File: config.mk
export PLATFORM = sky130hd
export DESIGN_NAME = mcb_mode_regs
export DESIGN_NICKNAME = d
export VERILOG_FILES = /design/src/mcb_pkg.sv /design/src/mcb_cfg_if.sv /design/src/mcb_phy_ctl.sv /design/src/mcb_mode_regs.sv
export SDC_FILE = /design/constraint.sdc
export NUM_CORES = 1
export LEC_CHECK = 0
export CORE_ASPECT_RATIO = 1.75
export CORE_MARGIN = 4
export CORE_UTILIZATION = 55
export CTS_BUF_LIST = sky130_fd_sc_hd__clkbuf_16
export DETAILED_ROUTE_END_ITERATION = 10
export DONT_BUFFER_PORTS = 1
export PLACE_DENSITY = 0.81
export SLEW_MARGIN = 40
export SYNTH_ARGS = -nofsm -noshare
export SYNTH_HDL_FRONTEND = slang
export SYNTH_SLANG_ARGS = --single-unit
File: constraint.sdc
create_clock -name sys_clk_i -period 1.35 [get_ports sys_clk_i]
set_input_delay 0.0675 -clock sys_clk_i [delete_from_list [all_inputs] [get_ports sys_clk_i]]
set_output_delay 0.0675 -clock sys_clk_i [all_outputs]
set_load 0.02 [all_outputs]
File: src/mcb_pkg.sv
// Package: offsets, field positions and reset values of the hidden mode register
`default_nettype none

package mcb_pkg;

  // ---------------------------------------------------------------
  // Register location
  // ---------------------------------------------------------------
  localparam logic [1:0] PAGE_ZERO     = 2'h0;
  localparam logic [3:0] OFS_MODE_B    = 4'hb;

  // ---------------------------------------------------------------
  // Field positions of hidden_mode_config_b
  // ---------------------------------------------------------------
  localparam int B_MEDIA_LO            = 0;
  localparam int B_LINK                = 2;
  localparam int B_WIDE_IO             = 3;
  localparam int B_RDY_SRC             = 4;
  localparam int B_BUS_ERR             = 5;
  localparam int B_ROM_WR              = 6;
  localparam int B_RELOAD              = 7;

  // ---------------------------------------------------------------
  // Field positions of reset_loaded_config_c
  // ---------------------------------------------------------------
  localparam int C_WINDOW_LO           = 0;
  localparam int C_IRQ_STYLE           = 5;

  // ---------------------------------------------------------------
  // Reset values
  // ---------------------------------------------------------------
  localparam logic [1:0] RST_MEDIA     = 2'h0;
  localparam logic       RST_LINK_OFF  = 1'b0;
  localparam logic       RST_WIDE_IO   = 1'b0;
  localparam logic       RST_RDY_SRC   = 1'b0;
  localparam logic       RST_ROM_WR    = 1'b0;
  localparam logic [7:0] RST_CFG_C     = 8'h00;

  // ---------------------------------------------------------------
  // Media codes
  // ---------------------------------------------------------------
  localparam logic [1:0] MEDIA_TP_STD  = 2'h0;
  localparam logic [1:0] MEDIA_THICK   = 2'h1;
  localparam logic [1:0] MEDIA_THIN    = 2'h2;
  localparam logic [1:0] MEDIA_TP_LOW  = 2'h3;

  // ---------------------------------------------------------------
  // Boot window decode (16 KB slots from segment c000)
  // ---------------------------------------------------------------
  localparam logic [5:0] ROM_SLOT_BASE = 6'h30;
  localparam logic [3:0] ROM_CODE_BASE = 4'h2;

endpackage : mcb_pkg

`default_nettype wire

File: src/mcb_cfg_if.sv
// Interface between the mode register and the media control block
`default_nettype none

interface mcb_cfg_if;
  logic [1:0] media_select;
  logic       link_test_off;
  logic       link_state_field;

  // Register side drives the settings and reads link state back
  modport regs (output media_select, output link_test_off, input link_state_field);
  // Media side decodes settings and reports link state
  modport phy  (input media_select, input link_test_off, output link_state_field);
endinterface : mcb_cfg_if

`default_nettype wire

File: src/mcb_phy_ctl.sv
// Media select decode and link state reporting
`default_nettype none

module mcb_phy_ctl (
  input  wire logic sys_clk_i,
  input  wire logic nrst_i,
  mcb_cfg_if.phy    cfg,
  input  wire logic link_good_i,
  output logic      tp_enable_o,
  output logic      aui_enable_o,
  output logic      low_squelch_o,
  output logic      coax_thin_o,
  output logic      link_led_o
);

  typedef struct packed {
    logic tp;
    logic aui;
    logic low_sq;
    logic thin;
    logic link;
  } mcb_phy_st_t;

  mcb_phy_st_t st_reg;
  mcb_phy_st_t st_next;

  // ---------------------------------------------------------------
  // Decode
  // ---------------------------------------------------------------
  // Two twisted pair codes, two AUI codes
  always_comb
  begin
    st_next        = st_reg;
    st_next.tp     = (cfg.media_select == mcb_pkg::MEDIA_TP_STD) ||
                     (cfg.media_select == mcb_pkg::MEDIA_TP_LOW);
    st_next.aui    = !st_next.tp;
    st_next.low_sq = (cfg.media_select == mcb_pkg::MEDIA_TP_LOW);
    st_next.thin   = (cfg.media_select == mcb_pkg::MEDIA_THIN);
    // AUI always reports no link; disabled test forces good
    st_next.link   = st_next.tp && (cfg.link_test_off || link_good_i);
  end

  always_ff @(posedge sys_clk_i or negedge nrst_i)
  begin
    if (!nrst_i)
      st_reg <= '0;
    else
      st_reg <= st_next;
  end

  assign tp_enable_o           = st_reg.tp;
  assign aui_enable_o          = st_reg.aui;
  assign low_squelch_o         = st_reg.low_sq;
  assign coax_thin_o           = st_reg.thin;
  assign link_led_o            = st_reg.link;   // Same value the register reads
  assign cfg.link_state_field  = st_reg.link;

endmodule : mcb_phy_ctl

`default_nettype wire

File: src/mcb_mode_regs.sv
// Hidden mode register B, reset-loaded register C and their bus-side effects
//
// How it works
// Page 0 offset 0b reads back register B instead of a reserved value.
// A write to 0b updates B only right after a read of 0b.
// Any access between read and write diverts the write to remote count high.
// Two-bit media field picks two twisted pair and two AUI interfaces.
// Media code 00 is twisted pair with standard squelch level.
// Media code 11 is twisted pair with lowered receive squelch.
// Codes 01 and 10 are thick and thin coax through AUI.
// Coax-mode pin is low for thick coax, high for thin coax.
// Writing 1 to link bit 2 stops link pulses and integrity checks.
// Link bit reads 0 in AUI mode or with testing on and link bad.
// Link bit reads 1 in twisted pair mode with good link or testing off; matches LED.
// Wide-IO select 1 waits for a command strobe; 0 uses decode only.
// Ready timing select 0 starts after command strobe, 1 after BALE.
// Bus error sets when host ends a cycle while waits were wanted.
// Writing 1 clears bus error; writing 0 leaves it.
// Software should not read-modify-write register B.
// Boot PROM write bit low blocks all boot PROM write cycles.
// Writing 1 to bit 7 starts the EEPROM configuration load.
// Boards should never preset the EEPROM load bit high.
// Register C loads only in reset and is invisible to software; here it takes the straps on the first edge after reset release.
// Register C bit 5 picks direct or coded interrupt output.
// Register C bits 0-3 place the boot PROM window; reads there return PROM data.
`default_nettype none

module mcb_mode_regs (
  input  wire logic        sys_clk_i,
  input  wire logic        nrst_i,
  // Host register port, one pulse per access
  input  wire logic        reg_rd_i,
  input  wire logic        reg_wr_i,
  input  wire logic [1:0]  reg_page_i,
  input  wire logic [3:0]  reg_addr_i,
  input  wire logic [7:0]  reg_wdata_i,
  output logic [7:0]       reg_rdata_o,
  output logic             reg_rhit_o,
  output logic             rcount_hi_wr_o,
  output logic [7:0]       rcount_hi_data_o,
  // ISA timing
  input  wire logic        addr_decode_i,
  input  wire logic        cmd_active_i,
  input  wire logic        bale_i,
  input  wire logic        wait_wanted_i,
  input  wire logic        cycle_end_i,
  output logic             io16_o,
  output logic             ready_start_o,
  // Boot PROM and EEPROM
  input  wire logic        prom_wr_req_i,
  output logic             prom_wr_o,
  input  wire logic [19:0] mem_addr_i,
  input  wire logic        mem_rd_i,
  input  wire logic        shared_mem_i,
  output logic             prom_rd_sel_o,
  output logic             rom_reload_start_o,
  input  wire logic        rom_reload_done_i,
  // Straps and interrupt style
  input  wire logic [7:0]  strap_c_i,
  output logic             irq_style_sel_o,
  // Media
  input  wire logic        link_good_i,
  output logic             tp_enable_o,
  output logic             aui_enable_o,
  output logic             low_squelch_o,
  output logic             coax_thin_o,
  output logic             link_led_o
);

  // ---------------------------------------------------------------
  // State
  // ---------------------------------------------------------------
  typedef struct packed {
    logic       armed;
    logic [1:0] media_select;
    logic       link_state_ctl;
    logic       wide_io_timing_sel;
    logic       rdy_src_sel;
    logic       bus_error_flag;
    logic       boot_rom_write_allow;
    logic       rom_reload_trigger;
    logic       c_loaded;
    logic [7:0] cfg_c;
    logic [7:0] rdata;
    logic       rhit;
    logic       rc_wr;
    logic [7:0] rc_data;
    logic       reload_go;
    logic       io16;
    logic       rdy_go;
    logic       prom_wr;
    logic       prom_rd;
  } mcb_regs_st_t;

  mcb_regs_st_t st_reg;
  mcb_regs_st_t st_next;

  logic hit_b;
  logic any_acc;
  logic link_state_field;

  mcb_cfg_if cfg_bus ();

  // ---------------------------------------------------------------
  // Helpers
  // ---------------------------------------------------------------
  // Address falls in the boot window chosen by the register C code
  function automatic logic rom_hit(input logic [3:0]  code,
                                   input logic [19:0] addr,
                                   input logic        big);
    logic [3:0] slot;
    logic       ok;
    slot = code - mcb_pkg::ROM_CODE_BASE;
    ok   = (code[3:1] != 3'h0);
    ok   = ok && (addr[19:14] == (mcb_pkg::ROM_SLOT_BASE + {2'h0, slot}));
    // 8 KB windows only use the lower half of the slot
    ok   = ok && (big || !addr[13]);
    return ok;
  endfunction

  // Value software sees when reading register B
  function automatic logic [7:0] pack_b(input mcb_regs_st_t s,
                                        input logic         lnk);
    logic [7:0] v;
    v                                   = 8'h00;
    v[mcb_pkg::B_MEDIA_LO +: 2]         = s.media_select;
    v[mcb_pkg::B_LINK]                  = lnk;
    v[mcb_pkg::B_WIDE_IO]               = s.wide_io_timing_sel;
    v[mcb_pkg::B_RDY_SRC]               = s.rdy_src_sel;
    v[mcb_pkg::B_BUS_ERR]               = s.bus_error_flag;
    v[mcb_pkg::B_ROM_WR]                = s.boot_rom_write_allow;
    v[mcb_pkg::B_RELOAD]                = s.rom_reload_trigger;
    return v;
  endfunction

  // ---------------------------------------------------------------
  // Access decode
  // ---------------------------------------------------------------
  assign hit_b   = (reg_page_i == mcb_pkg::PAGE_ZERO) &&
                   (reg_addr_i == mcb_pkg::OFS_MODE_B);
  assign any_acc = reg_rd_i || reg_wr_i;

  // ---------------------------------------------------------------
  // Next state
  // ---------------------------------------------------------------
  always_comb
  begin
    st_next           = st_reg;
    st_next.rhit      = 1'b0;
    st_next.rc_wr     = 1'b0;
    st_next.reload_go = 1'b0;

    // Straps captured on the first edge after release, then frozen
    if (!st_reg.c_loaded)
    begin
      st_next.cfg_c    = strap_c_i;
      st_next.c_loaded = 1'b1;
    end

    // Read of 0b returns B and arms the write unlock
    if (reg_rd_i && hit_b)
    begin
      st_next.rdata = pack_b(st_reg, link_state_field);
      st_next.rhit  = 1'b1;
    end

    // Any other access breaks the read-then-write pair
    if (any_acc)
      st_next.armed = reg_rd_i && hit_b;

    // Hardware set of bus error; the clear below is gated off in that cycle so set wins
    if (wait_wanted_i && cycle_end_i)
      st_next.bus_error_flag = 1'b1;

    if (reg_wr_i && hit_b)
    begin
      if (st_reg.armed)
      begin
        st_next.media_select         = reg_wdata_i[mcb_pkg::B_MEDIA_LO +: 2];
        st_next.link_state_ctl       = reg_wdata_i[mcb_pkg::B_LINK];
        st_next.wide_io_timing_sel   = reg_wdata_i[mcb_pkg::B_WIDE_IO];
        st_next.rdy_src_sel          = reg_wdata_i[mcb_pkg::B_RDY_SRC];
        st_next.boot_rom_write_allow = reg_wdata_i[mcb_pkg::B_ROM_WR];
        // Write one to clear, unless a new error lands this cycle
        if (reg_wdata_i[mcb_pkg::B_BUS_ERR] && !(wait_wanted_i && cycle_end_i))
          st_next.bus_error_flag = 1'b0;
        // A reload already running is not restarted
        if (reg_wdata_i[mcb_pkg::B_RELOAD] && !st_reg.rom_reload_trigger)
        begin
          st_next.rom_reload_trigger = 1'b1;
          st_next.reload_go          = 1'b1;
        end
      end
      else
      begin
        st_next.rc_wr   = 1'b1;
        st_next.rc_data = reg_wdata_i;
      end
    end

    // Load engine reports completion; bit reads 1 only while loading
    if (rom_reload_done_i && !st_next.reload_go)
      st_next.rom_reload_trigger = 1'b0;

    // Wide-IO: with decode alone, or only once a strobe is active
    st_next.io16 = st_reg.wide_io_timing_sel ? (addr_decode_i && cmd_active_i)
                                             : addr_decode_i;
    // Ready timing follows either the strobe or BALE
    st_next.rdy_go = st_reg.rdy_src_sel ? bale_i : cmd_active_i;

    // PROM writes blocked unless enabled
    st_next.prom_wr = prom_wr_req_i && st_reg.boot_rom_write_allow;
    st_next.prom_rd = mem_rd_i &&
                      rom_hit(st_reg.cfg_c[mcb_pkg::C_WINDOW_LO +: 4],
                              mem_addr_i, shared_mem_i);
  end

  // ---------------------------------------------------------------
  // Registers
  // ---------------------------------------------------------------
  // Reset constants only; straps are taken after release
  always_ff @(posedge sys_clk_i or negedge nrst_i)
  begin
    if (!nrst_i)
    begin
      st_reg                      <= '0;
      st_reg.media_select         <= mcb_pkg::RST_MEDIA;
      st_reg.link_state_ctl       <= mcb_pkg::RST_LINK_OFF;
      st_reg.wide_io_timing_sel   <= mcb_pkg::RST_WIDE_IO;
      st_reg.rdy_src_sel          <= mcb_pkg::RST_RDY_SRC;
      st_reg.boot_rom_write_allow <= mcb_pkg::RST_ROM_WR;
      st_reg.cfg_c                <= mcb_pkg::RST_CFG_C;
    end
    else
    begin
      st_reg <= st_next;
    end
  end

  // ---------------------------------------------------------------
  // Media and link block
  // ---------------------------------------------------------------
  assign cfg_bus.media_select  = st_reg.media_select;
  assign cfg_bus.link_test_off = st_reg.link_state_ctl;
  assign link_state_field      = cfg_bus.link_state_field;

  mcb_phy_ctl u_phy (
    .sys_clk_i     (sys_clk_i),
    .nrst_i        (nrst_i),
    .cfg           (cfg_bus),
    .link_good_i   (link_good_i),
    .tp_enable_o   (tp_enable_o),
    .aui_enable_o  (aui_enable_o),
    .low_squelch_o (low_squelch_o),
    .coax_thin_o   (coax_thin_o),
    .link_led_o    (link_led_o)
  );

  // ---------------------------------------------------------------
  // Outputs
  // ---------------------------------------------------------------
  assign reg_rdata_o        = st_reg.rdata;
  assign reg_rhit_o         = st_reg.rhit;
  assign rcount_hi_wr_o     = st_reg.rc_wr;
  assign rcount_hi_data_o   = st_reg.rc_data;
  assign io16_o             = st_reg.io16;
  assign ready_start_o      = st_reg.rdy_go;
  assign prom_wr_o          = st_reg.prom_wr;
  assign prom_rd_sel_o      = st_reg.prom_rd;
  assign rom_reload_start_o = st_reg.reload_go;
  assign irq_style_sel_o    = st_reg.cfg_c[mcb_pkg::C_IRQ_STYLE];

endmodule : mcb_mode_regs

`default_nettype wire

==> results.json <==
{
  "cts_buffers": 5,
  "layout.nets": 210,
  "required_ns": 1.52,
  "worstHoldPathType": "primary input to flip-flop",
  "place_congestion": 0.611,
  "drtPass1Iterations": 4,
  "place_area_sq_mm": 0.00176,
  "violations": "negative setup slack",
  "htree_levels": 2,
  "antenna_cells": 0,
  "cp_top_family": "simple AND/OR/NAND/NOR gates",
  "via_per_inst": 5.41,
  "ys_warn_count": 0,
  "layout_commonest_cell": "dfrtp_1",
  "grt_pass1_vias": 1150,
  "cp_slowest_cell": "or3_4",
  "slew_violations": 0,
  "drc": 0,
  "skew_ns": 0.00653,
  "post_drt_wl_per_cell_um": 18.4,
  "final_layout_size_suffix_gt1_share_pct": 30.5,
  "worst_setup_path_end_kind": "flip-flop",
  "hold_ws_ns": 0.00701,
  "p_per_area_mw_per_mm2": 1340,
  "cp_slowest_stage_delay_ns": 0.38,
  "portBuffers": 0,
  "path_cells": "inv_2, ha_4, xor2_2, or3_4, a2111oi_4",
  "grt_pass1_wl_mm": 5.51,
  "routed_wl_mm": 3.56,
  "grt_start_max_net_pins": 44,
  "critical_path_class": "flip-flop to flip-flop",
  "r2r_slack_ns": -0.13,
  "area_growth_pct": 23.6,
  "yosysSeqAreaShare_pct": 58.9,
  "fin_area_sq_mm": 0.00226,
  "setup_viol": 1,
  "fmax_mhz": 673,
  "largest_reg_flops": 11,
  "start_util_pct": 57.6,
  "status": "finished with violations",
  "critical_path_arrival_ns": 1.66,
  "die_area_sq_mm": 0.00435,
  "grt.total_usage_pct": 17.5,
  "leakagePower_nw": 1.09,
  "place_ws_ns": -0.126,
  "num_rows": 27,
  "globalRouteOverflowTotal": 0,
  "finalCritPeriodShare_pct": 110,
  "synthCells": 130,
  "clockBufferDepth": 2,
  "num_io_pins": 85,
  "hpwl_mm": 2.27,
  "synth.cell_area_sq_mm": 0.00183,
  "synth.distinct_cells": 26,
  "synth.avg_cell_area_sq_um": 14.1,
  "total_power_mw": 3.02,
  "synth_area_leaders": "dfrtp_1 59%, mux2_2 17%, buf_4 6.6%",
  "num_vias": 1050,
  "setup_slack_ns": -0.135,
  "post_cts_buffers": 0,
  "netlist.area_leader.share_pct": 58.9,
  "multi_input_area_sq_um": 628,
  "critPathLaunchType": "flip-flop",
  "timing.final.crit_period_ns": 1.48,
  "clk_latency_ns": 0.28,
  "max_cap_viol_count": 0,
  "syn_nets": 190,
  "ys_ff_latch": 43,
  "fin_setup_tns_ns": -0.135,
  "nFillCells": 232,
  "yosys.area.top_type": "dfrtp_1",
  "clkSlewWorstSetupHoldPaths_ns": 0.06,
  "cts_root_buffer": "clkbuf_16",
  "cp_num_buf_inv": 1,
  "hold_viol_final": 0,
  "seqCellArea_sq_mm": 0.00108,
  "vdd_drop_max_mv": 1.23,
  "die_w_um": 51.6,
  "layout_common_cells": "43 x dfrtp_1, 28 x dlygate4sd3_1, 27 x mux2_2",
  "rsz0062_at_grt": "yes",
  "antenna_found_initial": 0,
  "fp.dieH_um": 84.3,
  "cts.sink_count": 43,
  "route.antenna.remaining_nets": 0,
  "cts_tree": "yes",
  "core_area_sq_mm": 0.00318,
  "drt_iter0_drc": 8,
  "cp_max_fo": 2
}
per-layer routing:
layer	global-route usage, %	share of wire, %
met1	17.2	33
met5	0	0
met4	6.21	1.3
met3	7.82	8.4
met2	31.1	58
synth_stat cells, drive strengths merged:
cell type / n
dfrtp: 43
mux2: 27
buf: 17
inv: 8
nand2: 5
nor2: 5
ha: 4
nand3: 3
xor2: 3
nand4: 2
nor2b: 2
a2111oi: 1
a21boi: 1
a221o: 1
and2: 1
and4b: 1
conb: 1
nand4b: 1
o21ai: 1
o22ai: 1
or3: 1
xnor2: 1
where the power goes:
part	internal, mW	switching [mW]
Clock	0.861	0.450
Combinational	0.139	0.105
Sequential	1.35	0.111
cell type report:
| cell class | count | share of cell area [%] |
|---|---|---|
| clock buffers | 5 | 5.54 |
| clock inverters | 3 | 1.72 |
| inverters | 8 | 1.33 |
| multi-input cells | 62 | 27.8 |
| flip-flops and latches | 43 | 47.6 |
| well taps | 43 | 2.38 |
| repair buffers | 30 | 13.6 |
cells by family after synthesis:
kind of cell,share of synthesized area (%)
XOR/XNOR,1.92
AO/OA/AOI/OAI,2.40
other,0.205
flip-flops,58.9
multiplexers,16.6
AND/OR/NAND/NOR,8.42
adder cells (fa/ha/maj),2.74
buffers and inverters,8.83
path summary, 6_finish.rpt:
kind                                  endpoint        from  cells past startpoint
worst max-delay path             prom_rd_sel_o  st_reg[25]                      5
worst min-delay path                reg_rhit_o    reg_rd_i                      2
worst max register to register   prom_rd_sel_o  st_reg[25]                      5
worst min register to register       prom_wr_o  st_reg[33]                      1
max in group asynchronous           st_reg[24]      nrst_i                      2
min in group asynchronous       reg_rdata_o[2]      nrst_i                      2
stage by stage:
stage / util, % / cells
3_5_place_dp: 55.4 / 157
3_3_place_gp: 55.4 / 157
5_1_grt: 71.2 / 194
4_1_cts: 70.4 / 194
6_report: 71.2 / 194
2_1_floorplan: - / 130
timing repair:
action / 4_1_cts / 5_1_grt
setup endpoints to repair: 1 / 1
gates resized for setup: 4 / 3
endpoints found under the hold margin: 71 / 0
pin swaps: 0 / 5
hold buffers: 29 / 0
(Power assumes the default switching activity.)
